===== config.mk =====
export PLATFORM = sky130hd
export DESIGN_NAME = ulpi_tx_ctrl
export DESIGN_NICKNAME = d
export VERILOG_FILES = /design/src/ulpi_tx_pkg.sv /design/src/ulpi_tx_ctrl.sv
export SDC_FILE = /design/constraint.sdc
export NUM_CORES = 1
export LEC_CHECK = 0
export ABC_AREA = 0
export BUFFER_PORTS_ARGS = -buffer_cell sky130_fd_sc_hd__buf_4
export CAP_MARGIN = 20
export CORE_MARGIN = 3
export CORE_UTILIZATION = 35
export CTS_CLUSTER_SIZE = 30
export DETAILED_ROUTE_END_ITERATION = 16
export GPL_TIMING_DRIVEN = 1
export HOLD_SLACK_MARGIN = 0.08
export PLACE_DENSITY = 0.5
export SYNTH_ARGS = -nofsm -noshare
export SYNTH_HDL_FRONTEND = slang
export SYNTH_SLANG_ARGS = --single-unit

===== constraint.sdc =====
create_clock -name core_clk_i -period 3.35 [get_ports core_clk_i]
set_clock_uncertainty 0.15 [all_clocks]
set_input_delay 0.5025 -clock core_clk_i [delete_from_list [all_inputs] [get_ports core_clk_i]]
set_output_delay 0.5025 -clock core_clk_i [all_outputs]
set_load 0.005 [all_outputs]

===== src/ulpi_tx_pkg.sv =====
package ulpi_tx_pkg;

  // ---------------------------------------------------------------
  // timing
  // ---------------------------------------------------------------
  localparam int CLK_PERIOD_PS = 10000;
  localparam int HS_BIT_PS     = 2083;
  localparam int FS_BIT_PS     = 83333;
  localparam int LS_BIT_PS     = 666667;
  // nominal bit periods round down, never below one cycle
  localparam int HS_BIT_CYC = (HS_BIT_PS / CLK_PERIOD_PS < 1) ? 1 :
                              HS_BIT_PS / CLK_PERIOD_PS;
  localparam int FS_BIT_CYC = (FS_BIT_PS / CLK_PERIOD_PS < 1) ? 1 :
                              FS_BIT_PS / CLK_PERIOD_PS;
  localparam int LS_BIT_CYC = (LS_BIT_PS / CLK_PERIOD_PS < 1) ? 1 :
                              LS_BIT_PS / CLK_PERIOD_PS;
  localparam int RESUME_K_US  = 20000;
  localparam int RESUME_K_CYC = RESUME_K_US * 1000000 / CLK_PERIOD_PS;

  // ---------------------------------------------------------------
  // bit counts
  // ---------------------------------------------------------------
  localparam logic [5:0] SYNC_HS_BITS   = 6'd32;
  localparam logic [5:0] SYNC_FSLS_BITS = 6'd8;
  localparam logic [5:0] EOP_HS_BITS    = 6'd8;
  localparam logic [5:0] EOP_LONG_BITS  = 6'd40;
  localparam logic [5:0] SE0_BITS       = 6'd2;
  localparam logic [5:0] PRE_IDLE_BITS  = 6'd4;
  localparam logic [3:0] BYTE_BITS      = 4'h8;
  localparam logic [2:0] STUFF_LIMIT    = 3'h6;

  // ---------------------------------------------------------------
  // codes
  // ---------------------------------------------------------------
  localparam logic [1:0] TXCMD_CODE   = 2'h1;
  localparam logic [3:0] SOF_PID      = 4'h5;
  localparam logic [7:0] PRE_PID_BYTE = 8'hC3;
  localparam logic [1:0] SPD_HS       = 2'h0;
  localparam logic [1:0] SPD_FS       = 2'h1;
  localparam logic [1:0] SPD_LS       = 2'h2;
  localparam logic [1:0] SPD_LS_PRE   = 2'h3;
  localparam logic [1:0] OP_NODRIVE   = 2'h1;
  localparam logic [1:0] OP_CHIRP     = 2'h2;

  // ---------------------------------------------------------------
  // register map
  // ---------------------------------------------------------------
  localparam logic [3:0] REG_FUNC   = 4'h0;
  localparam logic [3:0] REG_OTG    = 4'h1;
  localparam logic [3:0] REG_IFC    = 4'h2;
  localparam logic [3:0] REG_STATUS = 4'h3;
  localparam logic [3:0] REG_RXCMD  = 4'h4;
  localparam int FUNC_SPEED_LSB  = 0;
  localparam int FUNC_TERM_BIT   = 2;
  localparam int FUNC_OP_LSB     = 3;
  localparam int OTG_DP_PD_BIT   = 1;
  localparam int OTG_DM_PD_BIT   = 2;
  localparam int IFC_AUTO_WAKE   = 4;
  localparam int RXCMD_ID_BIT    = 6;
  localparam int RXCMD_ALT_BIT   = 7;
  localparam logic [7:0] FUNC_RST = 8'h05;
  localparam logic [7:0] OTG_RST  = 8'h06;
  localparam logic [7:0] IFC_RST  = 8'h00;

  // ---------------------------------------------------------------
  // types
  // ---------------------------------------------------------------
  typedef enum logic [3:0] {
    ST_IDLE, ST_CMD, ST_SYNC, ST_PRE_PID, ST_PRE_IDLE, ST_DATA,
    ST_DRAIN, ST_EOP, ST_EOP_J, ST_RES_K
  } tx_state_t;

  typedef enum logic [1:0] {RATE_HS, RATE_FS, RATE_LS} rate_t;

  typedef struct packed {
    logic dp;
    logic dm;
  } line_t;

  typedef struct packed {
    tx_state_t   st;
    rate_t       rate;
    logic [6:0]  div;
    logic [5:0]  bcnt;
    logic [7:0]  shift;
    logic [3:0]  left;
    logic [7:0]  hold;
    logic        hold_v;
    logic        stop;
    logic [2:0]  stuff;
    logic        lvl;
    logic        sof;
    logic        pre;
    logic        chirp;
    logic        nxt;
    logic        oe_b;
    line_t       ln;
    logic [7:0]  rxcmd;
    logic [7:0]  rdata;
    logic [1:0]  dp_s;
    logic [1:0]  dm_s;
    logic [1:0]  id_s;
    logic [1:0]  alt_s;
    logic [7:0]  func;
    logic [7:0]  otg;
    logic [7:0]  ifc;
    logic [20:0] rcnt;
  } tx_regs_t;

endpackage : ulpi_tx_pkg


===== src/ulpi_tx_ctrl.sv =====
`timescale 1ns/10ps
// Notes on behaviour
// - status bit 6 follows the ID pin
// - status bit 7 follows the alternate interrupt pin
// - status bits 0/1 follow DP and DM
// - mode decoded from speed, operation, pulldowns
// - packets bit-stuffed and NRZI coded, shared paths
// - high-speed packets start with 32-bit sync
// - full/low-speed packets start with 8-bit sync
// - chirp setting disables stuffing and NRZI
// - leftover chirp data goes out unstuffed
// - high-speed host appends 40-bit EOP after SOF
// - long EOP only with both pulldowns on
// - device sends normal EOP after SOF
// - low-speed SOF sends two-bit SE0 keep-alive
// - host sends full-speed preamble before low-speed packet
// - no preamble handling when pulldowns are off
// - host resume K ends with two-bit SE0
// - device resume K releases to idle, no SE0
// - automatic wake enable resets to zero
// - nxt throttles data; link holds bus meanwhile
module ulpi_tx_ctrl
  import ulpi_tx_pkg::*;
#(
  parameter int unsigned RESUME_K_CYCLES = RESUME_K_CYC
)(
  // clock and reset
  input  wire logic       core_clk_i,
  input  wire logic       rst_b_i,
  // register port
  input  wire logic [3:0] reg_addr_i,
  input  wire logic [7:0] reg_wdata_i,
  input  wire logic       reg_wr_i,
  input  wire logic       reg_rd_i,
  output logic      [7:0] reg_rdata_o,
  // link side
  input  wire logic [7:0] txd_i,
  input  wire logic       stp_i,
  output logic            nxt_o,
  output logic      [7:0] rx_cmd_o,
  // low power control
  input  wire logic       low_power_i,
  input  wire logic       low_power_exit_i,
  // line pins
  input  wire logic       dp_i,
  input  wire logic       dm_i,
  input  wire logic       id_i,
  input  wire logic       alt_int_i,
  output logic            dp_o,
  output logic            dm_o,
  output logic            line_oe_b_o
);

  // ---------------------------------------------------------------
  // helpers
  // ---------------------------------------------------------------
  function automatic logic [6:0] bit_cycles(input rate_t r);
    case (r)
      RATE_HS: bit_cycles = 7'(HS_BIT_CYC);
      RATE_FS: bit_cycles = 7'(FS_BIT_CYC);
      default: bit_cycles = 7'(LS_BIT_CYC);
    endcase
  endfunction : bit_cycles

  // level 1 is J; low-speed J has the lines swapped
  function automatic line_t line_of(input logic lvl, input rate_t r);
    line_t j;
    j.dp = (r != RATE_LS);
    j.dm = (r == RATE_LS);
    line_of = lvl ? j : line_t'(~j);
  endfunction : line_of

  tx_regs_t s;
  tx_regs_t d;

  logic [1:0] speed;
  logic [1:0] op;
  logic       host;
  logic       auto_wake;
  logic       bit_en;
  logic       stuff_on;
  logic       capture;
  logic       tx_bit;
  logic       line_k;
  logic [7:0] src;
  logic [3:0] n_left;

  // ---------------------------------------------------------------
  // mode decode
  // ---------------------------------------------------------------
  assign speed     = s.func[FUNC_SPEED_LSB +: 2];
  assign op        = s.func[FUNC_OP_LSB +: 2];
  assign host      = s.otg[OTG_DP_PD_BIT] & s.otg[OTG_DM_PD_BIT];
  assign auto_wake = s.ifc[IFC_AUTO_WAKE];
  assign bit_en    = (s.div == 7'h00);
  assign stuff_on  = !s.chirp;
  assign capture   = s.nxt && (s.st != ST_CMD);
  assign line_k    = !s.dp_s[1] && s.dm_s[1];

  always_comb
  begin
    d = s;
    tx_bit = 1'b0;
    src = s.shift;
    n_left = s.left;

    // pin synchronisers and receive command status
    d.dp_s  = {s.dp_s[0], dp_i};
    d.dm_s  = {s.dm_s[0], dm_i};
    d.id_s  = {s.id_s[0], id_i};
    d.alt_s = {s.alt_s[0], alt_int_i};
    d.rxcmd = 8'h00;
    d.rxcmd[0] = s.dp_s[1];
    d.rxcmd[1] = s.dm_s[1];
    d.rxcmd[RXCMD_ID_BIT]  = s.id_s[1];
    d.rxcmd[RXCMD_ALT_BIT] = s.alt_s[1];

    // -------------------------------------------------------------
    // register port
    // -------------------------------------------------------------
    if (reg_wr_i)
    begin
      case (reg_addr_i)
        REG_FUNC: d.func = reg_wdata_i;
        REG_OTG:  d.otg  = reg_wdata_i;
        REG_IFC:  d.ifc  = reg_wdata_i;
        default:  d.func = s.func;
      endcase
    end
    d.rdata = 8'h00;
    if (reg_rd_i)
    begin
      case (reg_addr_i)
        REG_FUNC:   d.rdata = s.func;
        REG_OTG:    d.rdata = s.otg;
        REG_IFC:    d.rdata = s.ifc;
        REG_STATUS: d.rdata = {5'h00, s.st == ST_RES_K, s.stop,
                               s.st != ST_IDLE};
        REG_RXCMD:  d.rdata = s.rxcmd;
        default:    d.rdata = 8'h00;
      endcase
    end

    // bit-time divider, one enable pulse per bit
    d.div = bit_en ? bit_cycles(s.rate) - 7'h01 : s.div - 7'h01;

    // link data arrives only in a cycle with nxt high
    if (capture)
    begin
      if (stp_i)
        d.stop = 1'b1;
      else
      begin
        d.hold   = txd_i;
        d.hold_v = 1'b1;
      end
    end

    // -------------------------------------------------------------
    // transmit sequencer
    // -------------------------------------------------------------
    case (s.st)
      ST_IDLE:
      begin
        d.oe_b = 1'b1;
        d.ln   = line_of(1'b1, s.rate);
        d.rate = (speed == SPD_HS) ? RATE_HS :
                 (speed == SPD_FS) ? RATE_FS : RATE_LS;
        if (low_power_exit_i ||
            (auto_wake && host && low_power_i && line_k))
        begin
          d.st   = ST_RES_K;
          d.rate = RATE_FS;
          d.rcnt = 21'h000000;
        end
        else if (!low_power_i && op != OP_NODRIVE &&
                 txd_i[7:6] == TXCMD_CODE && txd_i[5:4] == 2'h0)
          d.st = ST_CMD;
      end

      ST_CMD:
      begin
        if (s.nxt)
        begin
          d.sof    = (txd_i[3:0] == SOF_PID);
          d.hold   = {~txd_i[3:0], txd_i[3:0]};
          d.hold_v = 1'b1;
          d.stop   = 1'b0;
          d.stuff  = 3'h0;
          d.left   = 4'h0;
          d.lvl    = 1'b1;
          d.chirp  = (op == OP_CHIRP);
          d.pre    = 1'b0;
          // first bit starts at once, so no stray J leads the sync
          d.div    = 7'h00;
          d.bcnt   = (s.rate == RATE_HS) ? SYNC_HS_BITS :
                     SYNC_FSLS_BITS;
          d.st     = ST_SYNC;
          if (op == OP_CHIRP)
            d.st = ST_DATA;
          else if (speed == SPD_LS && txd_i[3:0] == SOF_PID)
          begin
            d.hold_v = 1'b0;
            d.st     = ST_DRAIN;
          end
          else if (speed == SPD_LS_PRE && host)
          begin
            d.pre  = 1'b1;
            d.rate = RATE_FS;
          end
          // upstream hub port (no pulldowns) takes the plain path
        end
      end

      ST_SYNC:
      begin
        d.oe_b = 1'b0;
        if (bit_en)
        begin
          d.lvl  = (s.bcnt == 6'h01) ? s.lvl : !s.lvl;
          d.bcnt = s.bcnt - 6'h01;
          if (s.bcnt == 6'h01)
          begin
            d.stuff = 3'h1;
            if (s.pre)
            begin
              d.shift = PRE_PID_BYTE;
              d.left  = BYTE_BITS;
              d.st    = ST_PRE_PID;
            end
            else
              d.st = ST_DATA;
          end
        end
        d.ln = line_of(d.lvl, s.rate);
      end

      ST_PRE_PID:
      begin
        if (bit_en)
        begin
          tx_bit  = s.shift[0];
          d.shift = {1'b0, s.shift[7:1]};
          d.left  = s.left - 4'h1;
          d.lvl   = tx_bit ? s.lvl : !s.lvl;
          if (s.left == 4'h1)
          begin
            d.bcnt = PRE_IDLE_BITS;
            d.st   = ST_PRE_IDLE;
          end
        end
        d.ln = line_of(d.lvl, s.rate);
      end

      ST_PRE_IDLE:
      begin
        // full-speed idle, then the low-speed packet with its own sync
        d.ln = line_of(1'b1, RATE_FS);
        if (bit_en)
        begin
          d.bcnt = s.bcnt - 6'h01;
          if (s.bcnt == 6'h01)
          begin
            d.rate = RATE_LS;
            d.lvl  = 1'b1;
            d.pre  = 1'b0;
            d.bcnt = SYNC_FSLS_BITS;
            d.div  = bit_cycles(RATE_LS) - 7'h01;
            d.st   = ST_SYNC;
          end
        end
      end

      ST_DATA:
      begin
        d.oe_b = 1'b0;
        if (bit_en)
        begin
          if (stuff_on && s.stuff == STUFF_LIMIT)
          begin
            d.lvl   = !s.lvl;
            d.stuff = 3'h0;
          end
          else if (s.left != 4'h0 || s.hold_v)
          begin
            if (s.left == 4'h0)
            begin
              src    = s.hold;
              n_left = BYTE_BITS;
              d.hold_v = capture && !stp_i;
            end
            tx_bit  = src[0];
            d.shift = {1'b0, src[7:1]};
            d.left  = n_left - 4'h1;
            d.stuff = tx_bit ? s.stuff + 3'h1 : 3'h0;
            // chirp drives the raw bit, otherwise NRZI
            d.lvl   = s.chirp ? tx_bit : (tx_bit ? s.lvl : !s.lvl);
          end
          else if (s.stop)
          begin
            if (s.chirp)
              d.st = ST_IDLE;   // leftover data not guarded
            else if (s.rate == RATE_HS)
            begin
              // first EOP bit is a forced transition
              d.lvl  = !s.lvl;
              d.bcnt = (s.sof && host) ? EOP_LONG_BITS - 6'h01 :
                       EOP_HS_BITS - 6'h01;
              d.st   = ST_EOP;
            end
            else
            begin
              d.bcnt = SE0_BITS;
              d.st   = ST_EOP;
            end
          end
        end
        d.ln = line_of(d.lvl, s.rate);
      end

      ST_DRAIN:
      begin
        // frame bytes are fetched and dropped; the line stays idle
        d.hold_v = 1'b0;
        if (s.stop)
        begin
          d.oe_b = 1'b0;
          d.bcnt = SE0_BITS;
          d.div  = bit_cycles(RATE_LS) - 7'h01;
          d.st   = ST_EOP;
        end
      end

      ST_EOP:
      begin
        d.oe_b = 1'b0;
        if (s.rate == RATE_HS)
          d.ln = line_of(s.lvl, s.rate);
        else
          d.ln = '0;
        if (bit_en)
        begin
          d.bcnt = s.bcnt - 6'h01;
          if (s.bcnt == 6'h01)
          begin
            d.bcnt = 6'h01;
            d.st   = (s.rate == RATE_HS) ? ST_IDLE : ST_EOP_J;
          end
        end
      end

      ST_EOP_J:
      begin
        d.ln = line_of(1'b1, s.rate);
        if (bit_en)
          d.st = ST_IDLE;
      end

      ST_RES_K:
      begin
        d.oe_b = 1'b0;
        d.ln   = line_of(1'b0, RATE_FS);
        d.rcnt = s.rcnt + 21'h000001;
        if (s.rcnt >= 21'(RESUME_K_CYCLES - 1))
        begin
          if (host)
          begin
            d.rate = RATE_LS;
            d.bcnt = SE0_BITS;
            d.div  = bit_cycles(RATE_LS) - 7'h01;
            d.st   = ST_EOP;
          end
          else
          begin
            d.oe_b = 1'b1;
            d.st   = ST_IDLE;
          end
        end
      end

      default:
        d.st = ST_IDLE;
    endcase

    // nxt asks for one byte when the holding slot is free and nxt was low the cycle before
    d.nxt = (d.st == ST_CMD && s.st == ST_IDLE) ||
            ((d.st == ST_SYNC || d.st == ST_DATA || d.st == ST_DRAIN ||
              d.st == ST_PRE_PID || d.st == ST_PRE_IDLE) &&
             !d.stop && !d.hold_v && !s.nxt);
  end

  // ---------------------------------------------------------------
  // state register
  // ---------------------------------------------------------------
  always_ff @(posedge core_clk_i or negedge rst_b_i)
  begin
    if (!rst_b_i)
    begin
      s      <= '0;
      s.st   <= ST_IDLE;
      s.rate <= RATE_FS;
      s.oe_b <= 1'b1;
      s.ln   <= line_t'(2'h2);
      s.lvl  <= 1'b1;
      s.func <= FUNC_RST;
      s.otg  <= OTG_RST;
      s.ifc  <= IFC_RST;
    end
    else
      s <= d;
  end

  assign reg_rdata_o = s.rdata;
  assign nxt_o       = s.nxt;
  assign rx_cmd_o    = s.rxcmd;
  assign dp_o        = s.ln.dp;
  assign dm_o        = s.ln.dm;
  assign line_oe_b_o = s.oe_b;

endmodule : ulpi_tx_ctrl


==> flow_metrics.tcl, run 1 <==
set metrics [dict create \
    critPathMaxFanout 11 \
    cp.arrival_ns 3.26 \
    synth_top_area_share_pct 41.5 \
    cts_resized 0 \
    fin_nets 814 \
    synth_common_cells "dfrtp_1, nor2_1, nand2_1" \
    async_flop_share_pct 100 \
    clk_pin_slew_ns 0.06 \
    syn_to_final_growth_pct 18.6 \
    hpwl_um 13600 \
    syn-cell-area_um2 6570 \
    fin_crit_ns 3.12 \
    cpMaxStageDelayCell "or4_4" \
    cp.required_ns 3.50 \
    slew_headroom_pct 36.8 \
    die_height_um 143 \
    ios 51 \
    ir_drop_mv 0.360 \
    diodes 0 \
    preCtsSetupSlack_ns 0.263 \
    drv_slew 0 \
    rows 49 \
    crit_buf_inv 0 \
    wl_per_cell_um 18.7 \
    final_cells 1014 \
    grt_pass1_wl_um 30600 \
    antenna_found_initial 0 \
    cap_violations 0 \
    synthFlopType "dfrtp_1" \
    cts_tree "yes" \
    firstDrtPassIters 5 \
    power_w 0.00640 \
    synth-seq-cells 117 \
    synth_edf_count 0 \
    clk_latency_ns 0.42 \
    dieArea_um2 20400 \
    regToRegStartpoint "s[110]" \
    synth_cell_types 73 \
    start_util_pct 36.1 \
    cts_setup_buffers 0 \
    place.gp.congestion 0.929 \
    drtIter0Drc 420 \
    cts_buffer_depth 2 \
    cts_root_buf "clkbuf_16" \
    rsz0062_at_grt "no" \
    grt_usage_pct 19.1 \
    clkSinkCount 117 \
    totalWireLength_um 18900 \
    nFillCells 1794 \
    hold_buffers 5 \
    drive_above_1_share_pct 20.3 \
    synth.avg_cell_area_um2 9.08 \
    critPathLaunchType "flip-flop" \
    synth_top_cell_by_area "dfrtp_1" \
    fin_tns_setup_ns 0 \
    regArea_um2 2940 \
    core_um2 18200 \
    fin_crit_sh_pct 93.0 \
    multiInputGateArea_um2 3320 \
    htree_num_levels 4 \
    worst-slew-pin-transition_ns 0.948 \
    grt_overflow_total 0 \
    setup_viol 0 \
    ys_warn_count 0 \
    setup_slack_ns 0.234 \
    grt_pass1_vias 5647 \
    syn_inst 723 \
    yosysSeqAreaShare_pct 44.7 \
    worst_hold_path_type "primary input to flip-flop" \
    yosysMostFrequentCell "dfrtp_1" \
    p_leak_nw 3.35 \
    crit_path_start "s[110]" \
    status "finished, final reports clean" \
    synthTopCellsByArea "dfrtp_1, mux2_2, nor2_1" \
    via_count 5697 \
    cpLargestDelayFamily "simple AND/OR/NAND/NOR gates" \
    cp_cell_sequence "or4_4 -> or2_0 -> a32oi_1 -> o21ai_1 -> or4b_4 -> o32a_1 -> a311oi_1" \
    drc 0 \
    grt_max_degree 52 \
    dieWidth_um 143 \
    avgViaCountPerCell 5.62 \
    cts_buffers 17 \
    hold_path_startpoint "txd_i[3]" \
    end_kind "flip-flop" \
    dp.cells 978 \
    port_buffers 46 \
    ant_nets 0 \
    hold_violations 0 \
    critPathMaxStageDelay_ns 0.57 \
    criticalPathCategory "flip-flop to flip-flop" \
    fmaxAchievable_mhz 321 \
    fin_util_pct 42.7 \
    powerDensity_nw_per_um2 822 \
]
power breakdown:
| part | switching (W) | internal, W | leakage (nW) | total, W |
|---|---|---|---|---|
| Clock | 0.000710 | 0.00104 | 0.270 | 0.00175 |
| Combinational | 0.00143 | 0.00101 | 1.59 | 0.00244 |
| Sequential | 0.000396 | 0.00181 | 1.49 | 0.00220 |
worst paths after layout:
check,endpoint,slack [ns],cells past startpoint
min,s[89],0.16,2
max in group asynchronous,s[30],1.68,3
min in group asynchronous,s[97],0.53,2
min reg2reg,d[62],0.20,0
max reg2reg,nxt_o,0.23,7
max,nxt_o,0.23,7
routing by layer:
metal / routed length [um] / vias to the layer above / global-route usage (%)
met5: 0 / - / 0
met1: 8830 / 2801 / 26.1
met4: 452 / 0 / 6.90
met2: 8820 / 147 / 29.8
met3: 822 / 37 / 4.05
li1: - / 2712 / -
placed cells by master, fill, tap and decap left out, types with 16 or more instances in the layout:
| cell | n |
|---|---|
| a21oi_1 | 48 |
| buf_4 | 73 |
| clkbuf_16 | 17 |
| dfrtp_1 | 109 |
| inv_1 | 16 |
| mux2_2 | 35 |
| nand2_1 | 63 |
| nand3_1 | 18 |
| nor2_1 | 100 |
| nor3_1 | 21 |
| o21ai_0 | 58 |
cell families (layout without fill, tap and decap cells):
kind of cell             after synthesis  after routing  synth area share [%]
AND/OR/NAND/NOR                      281            281                  21.1
multiplexers                          47             47                  8.21
AO/OA/AOI/OAI                        189            189                  17.6
XOR/XNOR                              11             11                  1.47
other                                  1              4                0.0571
buffers and inverters                 67            126                  4.88
flip-flops                           117            117                  44.7
adder cells (fa/ha/maj)               10             10                  1.91
sequential cells by signal (all words and copies together) (netlist names), 2 cells and up, named ones only:
signal / count
d: 8
op: 2
reg_rdata_o: 8
rx_cmd_o: 4
s: 89
layout make-up:
| class | instances | share of cell area (%) |
|---|---|---|
| tap | 229 | 3.68 |
| multi-input combinational | 542 | 42.6 |
| clock inverter | 13 | 1.59 |
| clock buffer | 18 | 5.64 |
| timing repair buffer | 79 | 7.94 |
| sequential | 117 | 37.7 |
| inverter | 16 | 0.772 |
through the flow:
step / hold WS, ns / instance area, um^2
after global placement: 0.184 / 7170
final: 0.157 / 7780
after global routing: 0.148 / 7780
after detailed placement: 0.192 / 7170
after floorplan: 0.0569 / 6580
after CTS: 0.134 / 7780
worst register-to-register path, cell delays in order, from the launching register on:
cell	delay, ns
dfrtp_1	0.40
or4_4	0.57
or2_0	0.48
a32oi_1	0.31
o21ai_1	0.09
or4b_4	0.56
o32a_1	0.18
a311oi_1	0.26
Note: power is estimated with default switching activity, not from simulation.
==> run 2: changes to the inputs <==
--- a/config.mk
+++ b/config.mk
@@ -6,15 +6,16 @@
 export NUM_CORES = 1
 export LEC_CHECK = 0
 export ABC_AREA = 0
-export BUFFER_PORTS_ARGS = -buffer_cell sky130_fd_sc_hd__buf_4
-export CAP_MARGIN = 20
+export CAP_MARGIN = 40
 export CORE_MARGIN = 3
 export CORE_UTILIZATION = 35
 export CTS_CLUSTER_SIZE = 30
 export DETAILED_ROUTE_END_ITERATION = 16
+export DONT_BUFFER_PORTS = 1
 export GPL_TIMING_DRIVEN = 1
 export HOLD_SLACK_MARGIN = 0.08
-export PLACE_DENSITY = 0.5
+export PLACE_DENSITY = 0.48
+export SLEW_MARGIN = 20
 export SYNTH_ARGS = -nofsm -noshare
 export SYNTH_HDL_FRONTEND = slang
 export SYNTH_SLANG_ARGS = --single-unit
==> run 2 against run 1 <==
Net effect: routed wire length decreased by 2.5%; via count decreased by 1.5%; sequential share of layout area is 0.82 points higher; setup slack gained 0.22 ns; largest power group unchanged; sequential power about the same; fmax rose by 7.7%; critical path type unchanged; flip-flop and latch count stayed put; non-clock buffer count down 32.
==> flow_metrics.tcl, run 2 (synthesized netlist as in run 1, its figures left out) <==
set metrics [dict create \
    status "finished, final reports clean" \
    dp.cells 929 \
    p_leak_nw 3.20 \
    diodes 0 \
    worst-slew-pin-transition_ns 0.697 \
    cts_buffer_depth 2 \
    criticalPathCategory "flip-flop to flip-flop" \
    power_w 0.00638 \
    cp.required_ns 3.51 \
    clk_pin_slew_ns 0.06 \
    die_height_um 143 \
    use_met1_pct 24.9 \
    hold_violations 0 \
    ant_nets 0 \
    grt_pass1_vias 5589 \
    totalWireLength_um 18400 \
    fin_crit_ns 2.89 \
    grt_usage_pct 18.6 \
    hpwl_um 12900 \
    place.gp.congestion 0.929 \
    rrSetupSlack_ns 0.46 \
    busiest_layer "met2" \
    drv_slew 0 \
    wl_per_cell_um 18.8 \
    drc 0 \
    end_kind "flip-flop" \
    grt_pass1_wl_um 30000 \
    antenna_found_initial 0 \
    grt_overflow_total 0 \
    start_util_pct 36.1 \
    clk_latency_ns 0.42 \
    drive_above_1_share_pct 14.9 \
    avgViaCountPerCell 5.71 \
    fin_util_pct 41.8 \
    setup_viol 0 \
    dieWidth_um 143 \
    met3_usage_pct 4.59 \
    drtIter0Drc 425 \
    worst_hold_path_type "primary input to flip-flop" \
    gr-usage-met2_pct 29.8 \
    fin_nets 782 \
    nFillCells 1780 \
    critPathMaxFanout 8 \
    htree_num_levels 4 \
    cts_buffers 17 \
    mostFrequentLayoutCell "dfrtp_1" \
    fin_tns_setup_ns 0 \
    cap_violations 0 \
    cp.arrival_ns 3.05 \
    fmaxAchievable_mhz 346 \
    fin_crit_sh_pct 86.4 \
    syn_to_final_growth_pct 16.0 \
    cts_root_buf "clkbuf_16" \
    rows 49 \
    port_buffers 0 \
    clkSinkCount 117 \
    firstDrtPassIters 7 \
    largest_register_ffs 89 \
    top_register "s" \
    final_cell_mix "dfrtp_1, nor2_1, nand2_1, o21ai_0, a21oi_1" \
    final_cells 983 \
    rsz0062_at_grt "no" \
    grt_max_degree 118 \
    critPathLaunchType "flip-flop" \
    via_count 5609 \
    ios 51 \
    powerDensity_nw_per_um2 838 \
    slew_headroom_pct 52.8 \
    core_um2 18200 \
    cts_tree "yes" \
    ir_drop_mv 0.406 \
    dieArea_um2 20400 \
]
-- run 2: metal layers --
| metal | vias up | routed length (um) |
|---|---|---|
| li1 | 2644 | - |
| met1 | 2765 | 8320 |
| met2 | 176 | 8700 |
| met3 | 24 | 1060 |
| met4 | 0 | 361 |
| met5 | - | 0 |
-- run 2: timing repair --
item | CTS | global route
resized for setup | 0 | 0
hold buffers | 19 | 3
buffers inserted | 0 | 0
hold endpoints to repair | 148 | 3
-- run 2: where the power goes --
| part | total, W | switching, W | internal (W) |
|---|---|---|---|
| Combinational | 0.00237 | 0.00140 | 0.000974 |
| Clock | 0.00180 | 0.000737 | 0.00106 |
| Sequential | 0.00221 | 0.000402 | 0.00181 |
| Total | 0.00638 | 0.00254 | 0.00384 |
-- run 2: worst max-delay path: stages (launching register included) --
cell and delay (ns):
dfrtp_1 0.38, inv_1 0.10, ha_1 0.14, or3b_1 0.39
nand2b_1 0.31, nor3_1 0.27, o21ai_1 0.11, or4b_4 0.52
o32a_1 0.19, a311oi_1 0.23
-- run 2: cell type report --
class	instances	area [um^2]	share of cell area, %
clock buffer	18	439	5.77
timing repair buffer	47	425	5.58
tap	229	287	3.76
multi-input combinational	542	3330	43.7
inverter	16	60.1	0.788
sequential	117	2940	38.6
clock inverter	14	141	1.86
-- run 2: final timing paths --
check	from	endpoint	cells past startpoint
worst min-delay path	reg_addr_i[0]	reg_rdata_o[6]	2
max in group asynchronous	rst_b_i	dm_o	2
worst max-delay path	s[103]	nxt_o	9
worst max register to register	s[103]	nxt_o	9
min in group asynchronous	rst_b_i	s[105]	2
worst min register to register	d[67]	rx_cmd_o[6]	0
-- run 2: through the flow --
step	setup slack, ns	area, um^2	hold WS, ns
2_1_floorplan	0.583	6580	0.0569
3_3_place_gp	0.516	6800	0.0631
3_5_place_dp	0.507	6800	0.0629
4_1_cts	0.495	7590	0.0800
5_1_grt	0.211	7620	0.0829
6_report	0.457	7620	0.0938
